===== config.mk =====
export PLATFORM = sky130hd
export DESIGN_NAME = hsb_connector
export DESIGN_NICKNAME = d
export VERILOG_FILES = /design/src/pkg/hsb_pkg.sv /design/src/verilog/hsb_sync.sv /design/src/verilog/hsb_connector.sv
export SDC_FILE = /design/constraint.sdc
export NUM_CORES = 1
export LEC_CHECK = 0
export BUFFER_PORTS_ARGS = -buffer_cell sky130_fd_sc_hd__buf_2
export CORE_ASPECT_RATIO = 1.25
export CORE_UTILIZATION = 58
export DETAILED_ROUTE_END_ITERATION = 7
export PLACE_DENSITY_LB_ADDON = 0.15
export SLEW_MARGIN = 0
export SYNTH_ARGS = -nofsm -noshare
export SYNTH_HDL_FRONTEND = slang
export SYNTH_SLANG_ARGS = --single-unit
export TNS_END_PERCENT = 10

===== constraint.sdc =====
create_clock -name MCLK -period 2.18 [get_ports MCLK]
set_clock_uncertainty 0.15 [all_clocks]
set_input_delay 0.654 -clock MCLK [delete_from_list [all_inputs] [get_ports MCLK]]
set_output_delay 0.654 -clock MCLK [all_outputs]
set_load 0.05 [all_outputs]

===== src/pkg/hsb_pkg.sv =====
/*
  Shared constants and carrier types for the hot-swap two-wire bus connector.
  Assumes a single 50 MHz system clock; all pin levels are open-drain and are
  resolved by the bench from the output enables.
*/
package hsb_pkg;

  // System clock period
  localparam int CLK_NS = 20;

  // Initialisation time before the idle/stop detector is armed
  localparam int INIT_TIME_NS = 1000;
  localparam int INIT_CYC = (INIT_TIME_NS + CLK_NS - 1) / CLK_NS;

  // Local timebase tick used for idle measurement
  localparam int TICK_TIME_NS = 1000;
  localparam int TICK_CYC = (TICK_TIME_NS + CLK_NS - 1) / CLK_NS;

  // Default idle time in timebase ticks (microseconds)
  localparam int IDLE_TICKS_DEF = 50;

  // Rise-time accelerator on-time after a qualified rising edge
  localparam int ACCEL_TIME_NS = 100;
  localparam int ACCEL_CYC = ACCEL_TIME_NS / CLK_NS;

  // Synchroniser input bit positions
  localparam int SYNC_W = 6;
  localparam int SYNC_EN_BIT = 4;
  localparam int SYNC_PG_BIT = 5;

  // Line index within the four-line vector
  localparam int LN_BP_DATA = 0;
  localparam int LN_BP_CLOCK = 1;
  localparam int LN_CARD_DATA = 2;
  localparam int LN_CARD_CLOCK = 3;

  // One bit per bus line, backplane and card
  typedef struct packed {
    logic card_clock_pin;
    logic card_data_pin;
    logic backplane_clock_pin;
    logic backplane_data_pin;
  } hsb_lines_t;

  // Connection state
  typedef enum logic [1:0] {
    HSB_OFF,
    HSB_INIT,
    HSB_ARMED,
    HSB_CONN
  } hsb_state_t;

endpackage


===== src/verilog/hsb_sync.sv =====
/*
  Two flip-flop synchroniser, one per bit, for levels arriving from outside
  the MCLK domain. Assumes synchronous active-low reset.
*/
`timescale 1ns/1ns
module hsb_sync #(
  parameter int W = 1
) (
  input wire logic clk,
  input wire logic rst_n,
  input wire logic [W-1:0] d,
  output logic [W-1:0] q
);

  logic [W-1:0] meta_q;

  // Per-bit two stage capture; first stage feeds only the second
  // Reset clears both stages so enable and power read as off until really sampled
  genvar gi;
  generate
    for (gi = 0; gi < W; gi++)
    begin : g_bit
      always_ff @(posedge clk)
      begin
        if (!rst_n)
        begin
          meta_q[gi] <= 1'b0;
          q[gi] <= 1'b0;
        end
        else
        begin
          meta_q[gi] <= d[gi];
          q[gi] <= meta_q[gi];
        end
      end
    end
  endgenerate

endmodule // hsb_sync


===== src/verilog/hsb_connector.sv =====
/*
  Connect control and bidirectional low propagation for a hot-swap two-wire
  bus connector joining a backplane segment to a card segment.
  Assumes open-drain lines with external pull-ups, all inputs asynchronous
  to MCLK, and an analog front end that obeys PRECHARGE_ON and ACCEL_ON.
*/
// Overview of operation
// - Enable low: low current, accelerators off, sides isolated.
// - Ready pulled low while disconnected, released once connected.
// - Power not good: disconnected, every line undriven.
// - Power-up with enable high, or enable rising: initialise with precharge on.
// - Idle/stop detector armed only after initialisation ends.
// - Connect when all lines idle long enough or stop seen with all high.
// - Precharge on from initialisation until the connection is made.
// - When connected, a low on one side is driven onto the other.
// - Only a low that persists past the filter counts as falling.
// - Both sides stay low until the originating driver releases.
// - Released rising line turns its accelerator on, pull-down off.
// - Ready high only when enabled and start-up complete.
// - Enable returning high waits for idle or stop before reconnecting.
`timescale 1ns/1ns
module hsb_connector #(
  parameter int IDLE_TICKS = hsb_pkg::IDLE_TICKS_DEF
) (
  input wire logic MCLK,
  input wire logic NRST,
  input wire logic ENABLE,
  input wire logic POWER_GOOD,
  input wire hsb_pkg::hsb_lines_t BUS_I,
  output hsb_pkg::hsb_lines_t BUS_O,
  output hsb_pkg::hsb_lines_t BUS_OE,
  output hsb_pkg::hsb_lines_t ACCEL_ON,
  output logic PRECHARGE_ON,
  output logic LOW_POWER,
  output logic READY_O,
  output logic READY_OE
);

  ////////////////////////////////////////////////////////////////////////////
  // Input synchronisation

  logic [hsb_pkg::SYNC_W-1:0] sync_d;
  logic [hsb_pkg::SYNC_W-1:0] sync_q;
  logic [3:0] line_s;
  logic en_s;
  logic pg_s;

  assign sync_d = {POWER_GOOD, ENABLE, BUS_I};

  hsb_sync #(.W(hsb_pkg::SYNC_W)) u_sync (
    .clk(MCLK),
    .rst_n(NRST),
    .d(sync_d),
    .q(sync_q)
  );

  assign line_s = sync_q[3:0];
  assign en_s = sync_q[hsb_pkg::SYNC_EN_BIT];
  assign pg_s = sync_q[hsb_pkg::SYNC_PG_BIT];

  ////////////////////////////////////////////////////////////////////////////
  // Line history and falling-edge qualification

  logic [3:0] line_prev_q;
  logic [3:0] low_f;
  logic all_high;

  // Previous synchronised level of every line
  always_ff @(posedge MCLK)
  begin
    if (!NRST)
      line_prev_q <= 4'hf;
    else
      line_prev_q <= line_s;
  end

  // Low counts only after two consecutive low samples
  assign low_f = ~line_s & ~line_prev_q;
  assign all_high = &line_s;

  ////////////////////////////////////////////////////////////////////////////
  // Start-up state machine

  hsb_pkg::hsb_state_t st_q;
  logic [$clog2(hsb_pkg::INIT_CYC+1)-1:0] init_cnt_q;
  logic idle_done;
  logic stop_seen;
  logic init_last;

  assign init_last = (init_cnt_q == ($bits(init_cnt_q))'(hsb_pkg::INIT_CYC - 1));

  // Power and enable gate every state; enable low always drops to off
  always_ff @(posedge MCLK)
  begin
    if (!NRST)
      st_q <= hsb_pkg::HSB_OFF;
    else if (!pg_s || !en_s)
      st_q <= hsb_pkg::HSB_OFF;
    else
    begin
      case (st_q)
        hsb_pkg::HSB_OFF: st_q <= hsb_pkg::HSB_INIT;
        hsb_pkg::HSB_INIT:
          if (init_last)
            st_q <= hsb_pkg::HSB_ARMED;
        hsb_pkg::HSB_ARMED:
          if (all_high && (idle_done || stop_seen))
            st_q <= hsb_pkg::HSB_CONN;
        hsb_pkg::HSB_CONN: st_q <= hsb_pkg::HSB_CONN;
        default: st_q <= hsb_pkg::HSB_OFF;
      endcase
    end
  end

  // Initialisation timer
  always_ff @(posedge MCLK)
  begin
    if (!NRST)
      init_cnt_q <= '0;
    else if (st_q != hsb_pkg::HSB_INIT)
      init_cnt_q <= '0;
    else if (!init_last)
      init_cnt_q <= init_cnt_q + 1'b1;
  end

  ////////////////////////////////////////////////////////////////////////////
  // Idle timebase and stop detection

  logic [$clog2(hsb_pkg::TICK_CYC+1)-1:0] tick_cnt_q;
  logic tick;
  logic [15:0] idle_cnt_q;

  assign tick = (tick_cnt_q == ($bits(tick_cnt_q))'(hsb_pkg::TICK_CYC - 1));

  // Free running divider giving one-cycle tick pulses
  always_ff @(posedge MCLK)
  begin
    if (!NRST || tick)
      tick_cnt_q <= '0;
    else
      tick_cnt_q <= tick_cnt_q + 1'b1;
  end

  // Idle counter restarts on any low line or while not armed
  always_ff @(posedge MCLK)
  begin
    if (!NRST || st_q != hsb_pkg::HSB_ARMED || !all_high)
      idle_cnt_q <= '0;
    else if (tick && !idle_done)
      idle_cnt_q <= idle_cnt_q + 1'b1;
  end

  assign idle_done = (idle_cnt_q >= 16'(IDLE_TICKS));

  // Stop: backplane data rises while backplane clock stays high
  assign stop_seen = (st_q == hsb_pkg::HSB_ARMED)
    && line_s[hsb_pkg::LN_BP_CLOCK] && line_prev_q[hsb_pkg::LN_BP_CLOCK]
    && line_s[hsb_pkg::LN_BP_DATA] && !line_prev_q[hsb_pkg::LN_BP_DATA];

  ////////////////////////////////////////////////////////////////////////////
  // Bidirectional low propagation and accelerators

  logic conn;
  logic [3:0] drv_q;
  logic [3:0] own_q;
  logic [3:0] accel_q;
  logic [2:0] acc_cnt_q [4];

  assign conn = (st_q == hsb_pkg::HSB_CONN) && en_s && pg_s;

  genvar gl;
  generate
    for (gl = 0; gl < 4; gl++)
    begin : g_line
      localparam int PEER = gl ^ 2;

      // Drive this line low while the peer is held low by someone else
      always_ff @(posedge MCLK)
      begin
        if (!NRST || !conn)
          drv_q[gl] <= 1'b0;
        else
          drv_q[gl] <= low_f[PEER] && !own_q[PEER];
      end

      // Our own low is masked until the line is seen high again
      always_ff @(posedge MCLK)
      begin
        if (!NRST || !conn)
          own_q[gl] <= 1'b0;
        else if (drv_q[gl])
          own_q[gl] <= 1'b1;
        else if (line_s[gl])
          own_q[gl] <= 1'b0;
      end

      // Accelerator timer on a released line rising
      always_ff @(posedge MCLK)
      begin
        if (!NRST || !conn)
          acc_cnt_q[gl] <= 3'h0;
        else if (line_s[gl] && !line_prev_q[gl] && !drv_q[gl])
          acc_cnt_q[gl] <= 3'(hsb_pkg::ACCEL_CYC);
        else if (acc_cnt_q[gl] != 3'h0)
          acc_cnt_q[gl] <= acc_cnt_q[gl] - 3'h1;
      end

      assign accel_q[gl] = (acc_cnt_q[gl] != 3'h0);
    end
  endgenerate

  ////////////////////////////////////////////////////////////////////////////
  // Outputs

  logic precharge_q;
  logic low_power_q;
  logic ready_q;

  // Registered status outputs
  always_ff @(posedge MCLK)
  begin
    if (!NRST)
    begin
      precharge_q <= 1'b0;
      low_power_q <= 1'b1;
      ready_q <= 1'b0;
    end
    else
    begin
      precharge_q <= pg_s && en_s && (st_q == hsb_pkg::HSB_INIT
        || st_q == hsb_pkg::HSB_ARMED);
      low_power_q <= !en_s;
      ready_q <= conn;
    end
  end

  assign BUS_O = '0;
  assign BUS_OE = drv_q;
  assign ACCEL_ON = accel_q;
  assign PRECHARGE_ON = precharge_q;
  assign LOW_POWER = low_power_q;
  assign READY_O = 1'b0;
  assign READY_OE = !ready_q;
endmodule // hsb_connector


==> impl_metrics.env, run 1 <==
export IMPL_worstPathRequired_ns=1.38
export IMPL_crit_buf_inv=3
export IMPL_dp_slack_ns=0.130
export IMPL_core_um2=4730
export IMPL_cts_hold_buffers=0
export IMPL_clock_fmax_mhz=465
export IMPL_peakVddDrop_v=0.000520
export IMPL_min_delay_start="u_sync.q[4]"
export IMPL_power_switching_share_pct=21.6
export IMPL_setup_viol=0
export IMPL_yosys_warnings=0
export IMPL_max_slew_worst_pin_slew_ns=0.508
export IMPL_vias=1963
export IMPL_antenna_found_initial=0
export IMPL_cp_start_kind="flip-flop"
export IMPL_p_seq_share_pct=55.9
export IMPL_pwr_share_clk_pct=41.5
export IMPL_synth_area_um2=2870
export IMPL_fp_dieArea_um2=5230
export IMPL_post_route_drc_count=0
export IMPL_grt_ovfl_total=0
export IMPL_crit_path_start="acc_cnt_q[1][1]"
export IMPL_grt_max_degree=22
export IMPL_hold_path_class="flip-flop to flip-flop"
export IMPL_ys_seq_area_share_pct=52.4
export IMPL_critPathMaxFanout=3
export IMPL_fp_dieH_um=80.6
export IMPL_area_delta_synth_final_pct=16.8
export IMPL_syn_inst=284
export IMPL_die_w_um=64.9
export IMPL_final_cell_mix="dfxtp_1 (57), nor2_1 (27), and2_1 (23)"
export IMPL_critical_path_max_stage_delay_ns=0.40
export IMPL_syn_area_per_cell_um2=10.1
export IMPL_final_max_slew_violation_count=0
export IMPL_path_class="flip-flop to output port"
export IMPL_io_pins=24
export IMPL_period_minus_slack_ns=2.15
export IMPL_first_pass_iters=4
export IMPL_insertion_delay_ns=0.33
export IMPL_synth_cell_types=34
export IMPL_status="completed"
export IMPL_fin_crit_sh_pct=98.6
export IMPL_core_rowCount=28
export IMPL_post_route_util_pct=70.8
export IMPL_track_usage_pct=18.8
export IMPL_htree_levels=3
export IMPL_drt_iter0_drc=55
export IMPL_cp_common_cell="inv_2"
export IMPL_rsz0062_at_grt="yes"
export IMPL_critPathCaptureType="output port"
export IMPL_numCtsBuffers=9
export IMPL_reg2reg_from="idle_cnt_q[0]"
export IMPL_wl_per_cell_um=11.8
export IMPL_combPwrFrac_pct=2.6
export IMPL_initial_utilization_pct=60.6
export IMPL_total_power_uw=2370
export IMPL_wl_mm=4.55
export IMPL_ant_nets=0
export IMPL_layout_commonest_cell="dfxtp_1"
export IMPL_hold_viol=0
export IMPL_critPathArrivalTime_ns=1.35
export IMPL_gp_congestion=0.729
export IMPL_final_net_count=346
export IMPL_grt_pass1_vias=1791
export IMPL_power_leakage_uw=0.00136
export IMPL_internal_power_uw=1860
export IMPL_max_slew_margin_pct=65.9
export IMPL_cap_violations=0
export IMPL_cts_tree="yes"
export IMPL_vias_per_cell=5.11
export IMPL_whs_ns=0.230
export IMPL_hpwlAfterDp_mm=3.21
export IMPL_drive_gt1_share_pct=21.9
export IMPL_p_switching_uw=510
export IMPL_diodes=0
export IMPL_critPathTopFamily="flip-flops"
export IMPL_cts_sinks=69
export IMPL_grt_pass1_wl_mm=7.45
export IMPL_path_cells="inv_2 > ha_2 > nor2b_4 > inv_2 > buf_6"
export IMPL_clkTransAtPathRegs_ns=0.07
export IMPL_fin_ws_ns=0.0301
export IMPL_synth_seq_cells=69
export IMPL_fill_cells=376
export IMPL_powerDensity_nw_per_um2=707
export IMPL_port_buffers=18
export IMPL_cp_slowest_cell="edfxtp_1"
export IMPL_cts_root_buf="clkbuf_8"
export IMPL_clockBufferDepth=2
==> worst reg2reg max path: stages (launching register included) <==
cell	delay, ns
dfxtp_1	0.41
inv_1	0.07
ha_1	0.22
nor4_4	0.21
o2111ai_4	0.21
or4_1	0.51
a21oi_1	0.14
==> registers in the layout (all words and copies together) (netlist names) <==
| signal | flops |
|---|---|
| u_sync.meta_q | 6 |
| line_prev_q | 4 |
| u_sync.q | 6 |
| ready_q | 1 |
| tick_cnt_q | 6 |
| PRECHARGE_ON | 1 |
| acc_cnt_q | 12 |
| BUS_OE | 4 |
| st_q | 2 |
| idle_cnt_q | 16 |
| own_q | 4 |
| init_cnt_q | 6 |
| LOW_POWER | 1 |
==> metal layers <==
| metal | routed length [um] | track usage (%) |
|---|---|---|
| met5 | 0 | 0 |
| met3 | 95 | 3.84 |
| met1 | 2120 | 22.4 |
| met2 | 2250 | 31.5 |
| met4 | 83 | 10.0 |
==> logic make-up (layout without fill, tap and decap cells) <==
logic type                 count (synthesis)  after routing  synth area share, %
and+or+nand+nor                          118            118                 23.7
adders and majority gates                 19             19                 8.29
muxes                                      3              3                 1.05
DFF                                       69             69                 52.4
AOI/OAI and AO/OA                         29             29                 6.37
xor gates and xnor gates                   9              9                 2.75
buffers and inverters                     36             72                 5.37
other                                      1              5                0.131
==> synth_stat cells, drive strengths merged <==
library cell / n / area, um^2
and3: 2 / 12.5
nand3: 7 / 35.0
inv: 25 / 93.8
xor2: 4 / 35.0
a221oi: 1 / 8.76
nor2b: 5 / 31.3
o21ai: 2 / 10.0
nand2b: 7 / 43.8
nor3: 5 / 25.0
xnor2: 5 / 43.8
or4: 2 / 15.0
ha: 19 / 238
conb: 1 / 3.75
a211oi: 1 / 7.51
nor4: 12 / 120
nand4b: 1 / 8.76
dfxtp: 57 / 1140
or3: 6 / 37.5
o21a: 2 / 15.0
o31ai: 2 / 15.0
and4: 2 / 17.5
o2111ai: 1 / 26.3
edfxtp: 12 / 360
buf: 5 / 37.5
and2: 23 / 144
clkbuf: 6 / 22.5
nand4: 3 / 18.8
nor3b: 2 / 15.0
mux2i: 3 / 30.0
a21oi: 20 / 100
nor2: 27 / 101
nand2: 14 / 52.6
==> cell type report <==
class | count | area, um^2 | share of cell area, %
well taps | 60 | 75.1 | 2.24
multi-input cells | 183 | 1280 | 38.1
repair buffers | 31 | 213 | 6.35
clock buffers | 10 | 128 | 3.81
clock inverters | 6 | 62.6 | 1.87
inverters | 25 | 93.8 | 2.80
flip-flops and latches | 69 | 1500 | 44.8
==> timing repair <==
action | in CTS | in global routing
gates resized for setup | 19 | 13
endpoints found under the setup margin | 4 | 4
buffers inserted | 0 | 6
==> power by group through the flow <==
stage	combinational, uW	sequential, uW	clock [uW]
after global routing	67.9	1330	1060
after CTS	61.1	1320	1010
after detailed placement	60.6	1350	0
final	60.5	1320	983
after global placement	59.9	1350	0
after floorplan	52.9	1350	0
==> final timing paths <==
path,slack [ns],end,depth (start not counted)
max,0.03,ACCEL_ON[1],5
min,0.23,LOW_POWER,1
max reg2reg,0.20,idle_cnt_q[3],6
min reg2reg,0.23,LOW_POWER,1
==> through the flow <==
step	setup TNS (ns)	std cells	cell area [um^2]
global placement	0	362	3040
detailed placement	0	362	3040
CTS	-0.00597	378	3270
floorplan	0	288	2880
global route	-0.0759	384	3350
finish	0	384	3350
Note: power is estimated with default switching activity, not from simulation.
==> run 2: changes to the inputs <==
--- a/config.mk
+++ b/config.mk
@@ -6,8 +6,9 @@
 export NUM_CORES = 1
 export LEC_CHECK = 0
 export BUFFER_PORTS_ARGS = -buffer_cell sky130_fd_sc_hd__buf_2
+export CAP_MARGIN = 20
 export CORE_ASPECT_RATIO = 1.25
-export CORE_UTILIZATION = 58
+export CORE_UTILIZATION = 35
 export DETAILED_ROUTE_END_ITERATION = 7
 export PLACE_DENSITY_LB_ADDON = 0.15
 export SLEW_MARGIN = 0
==> impl_metrics.env, run 2 (synthesized netlist as in run 1, its figures left out) <==
export IMPL_status="completed"
export IMPL_htree_levels=3
export IMPL_final_cell_mix="dfxtp_1 (57), nor2_1 (27), and2_1 (23)"
export IMPL_post_route_drc_count=0
export IMPL_critPathArrivalTime_ns=1.32
export IMPL_numCtsBuffers=9
export IMPL_clkTransAtPathRegs_ns=0.08
export IMPL_drive_gt1_share_pct=22.5
export IMPL_area_delta_synth_final_pct=19.9
export IMPL_critical_path_max_stage_delay_ns=0.38
export IMPL_vias=1943
export IMPL_placed_cell_area_um2=3100
export IMPL_internal_power_uw=1860
export IMPL_gp_congestion=0.781
export IMPL_fill_cells=786
export IMPL_final_net_count=347
export IMPL_dp_slack_ns=0.106
export IMPL_path_class="flip-flop to output port"
export IMPL_layout_commonest_cell="dfxtp_1"
export IMPL_max_slew_worst_pin_slew_ns=0.506
export IMPL_path_cells="inv_2 > ha_2 > nor2b_4 > inv_2 > buf_6"
export IMPL_final_max_slew_violation_count=0
export IMPL_track_usage_pct=11.7
export IMPL_powerDensity_nw_per_um2=700
export IMPL_wl_per_cell_um=11.5
export IMPL_die_w_um=82.9
export IMPL_regMostFlops="idle_cnt_q"
export IMPL_rsz0062_at_grt="yes"
export IMPL_grt_pass1_vias=1691
export IMPL_cts_tree="yes"
export IMPL_grt_pass1_wl_mm=7.73
export IMPL_cap_violations=0
export IMPL_grt_busiest_layer="met2"
export IMPL_p_switching_uw=547
export IMPL_peakVddDrop_v=0.000374
export IMPL_grt_use_met1_pct=13.8
export IMPL_port_buffers=18
export IMPL_ant_nets=0
export IMPL_worstPathRequired_ns=1.38
export IMPL_insertion_delay_ns=0.34
export IMPL_crit_buf_inv=3
export IMPL_first_pass_iters=4
export IMPL_reg_top3="idle_cnt_q: 16 flops, acc_cnt_q: 12 flops"
export IMPL_largest_reg_flops=16
export IMPL_whs_ns=0.254
export IMPL_fp_dieH_um=103
export IMPL_period_minus_slack_ns=2.13
export IMPL_diodes=0
export IMPL_grt_ovfl_total=0
export IMPL_power_switching_share_pct=22.7
export IMPL_grt_use_met3_pct=3.02
export IMPL_grt_max_degree=22
export IMPL_cp_slowest_cell="edfxtp_1"
export IMPL_critPathMaxFanout=3
export IMPL_cts_sinks=69
export IMPL_initial_utilization_pct=36.4
export IMPL_fin_area_um2=3440
export IMPL_cts_root_buf="clkbuf_8"
export IMPL_antenna_found_initial=0
export IMPL_vias_per_cell=4.63
export IMPL_max_slew_margin_pct=66.0
export IMPL_hold_path_class="flip-flop to flip-flop"
export IMPL_critPathTopFamily="flip-flops"
export IMPL_critPathCaptureType="output port"
export IMPL_wl_mm=4.83
export IMPL_drt_iter0_drc=64
export IMPL_core_rowCount=36
export IMPL_clock_fmax_mhz=470
export IMPL_clockBufferDepth=2
export IMPL_fin_crit_sh_pct=97.7
export IMPL_cts_hold_buffers=0
export IMPL_multi_input_area_um2=1300
export IMPL_hold_viol=0
export IMPL_seq_area_um2=1500
export IMPL_fp_dieArea_um2=8560
export IMPL_combPwrFrac_pct=2.5
export IMPL_p_seq_share_pct=55.0
export IMPL_pwr_share_clk_pct=42.5
export IMPL_dp_cells=399
export IMPL_core_um2=7880
export IMPL_fin_ws_ns=0.0510
export IMPL_io_pins=24
export IMPL_power_leakage_uw=0.00137
export IMPL_cp_start_kind="flip-flop"
export IMPL_final_cells=420
export IMPL_hpwlAfterDp_mm=3.47
export IMPL_tns_ns=0
export IMPL_setup_viol=0
export IMPL_cp_common_cell="inv_2"
export IMPL_met2_usage_pct=18.9
[run 2: cell types whose count changed in the layout (fill, tap and decap cells not counted), sizes merged]
cell      change
clkbuf        -1
buf           +1
clkinvlp      +1
[run 2: final timing paths]
check	from	end	slack, ns	depth (start not counted)
max	acc_cnt_q[2][0]	ACCEL_ON[2]	0.05	5
min	u_sync.q[4]	LOW_POWER	0.25	1
max reg2reg	idle_cnt_q[1]	idle_cnt_q[3]	0.25	5
min reg2reg	u_sync.q[4]	LOW_POWER	0.25	1
[run 2: power by group through the flow]
| stage | clock, uW | combinational, uW | sequential [uW] |
|---|---|---|---|
| 3_5_place_dp | 0 | 63.0 | 1350 |
| 5_1_grt | 1110 | 69.3 | 1330 |
| 4_1_cts | 1060 | 62.5 | 1320 |
| 6_report | 1020 | 61.2 | 1320 |
| 3_3_place_gp | 0 | 61.3 | 1350 |
| 2_1_floorplan | 0 | 52.9 | 1350 |
[run 2: metrics by stage]
| step | utilization (%) | total power (uW) |
|---|---|---|
| final | 43.6 | 2410 |
| after global routing | 43.6 | 2500 |
| after CTS | 42.4 | 2450 |
| after detailed placement | 39.3 | 1420 |
| after global placement | 39.3 | 1410 |
| after floorplan | - | 1400 |
[run 2: layout make-up]
| cell class | instances | area share (%) |
|---|---|---|
| flip-flops and latches | 69 | 43.7 |
| clock inverters | 7 | 2.15 |
| clock buffers | 9 | 3.61 |
| multi-input cells | 183 | 37.7 |
| well taps | 95 | 3.46 |
| repair buffers | 32 | 6.63 |
| inverters | 25 | 2.73 |
[run 2: routing by layer]
metal	vias up	wire, um
li1	1014	-
met1	893	2250
met2	26	2330
met3	10	131
met4	0	119
met5	-	0
[run 2: what timing repair did]
item                       CTS  global route
setup endpoints to repair    4             4
pin swaps                    0             1
cloned                       0             0
resized for setup           19            17
setup buffers                0             5
hold endpoints to repair     0             0
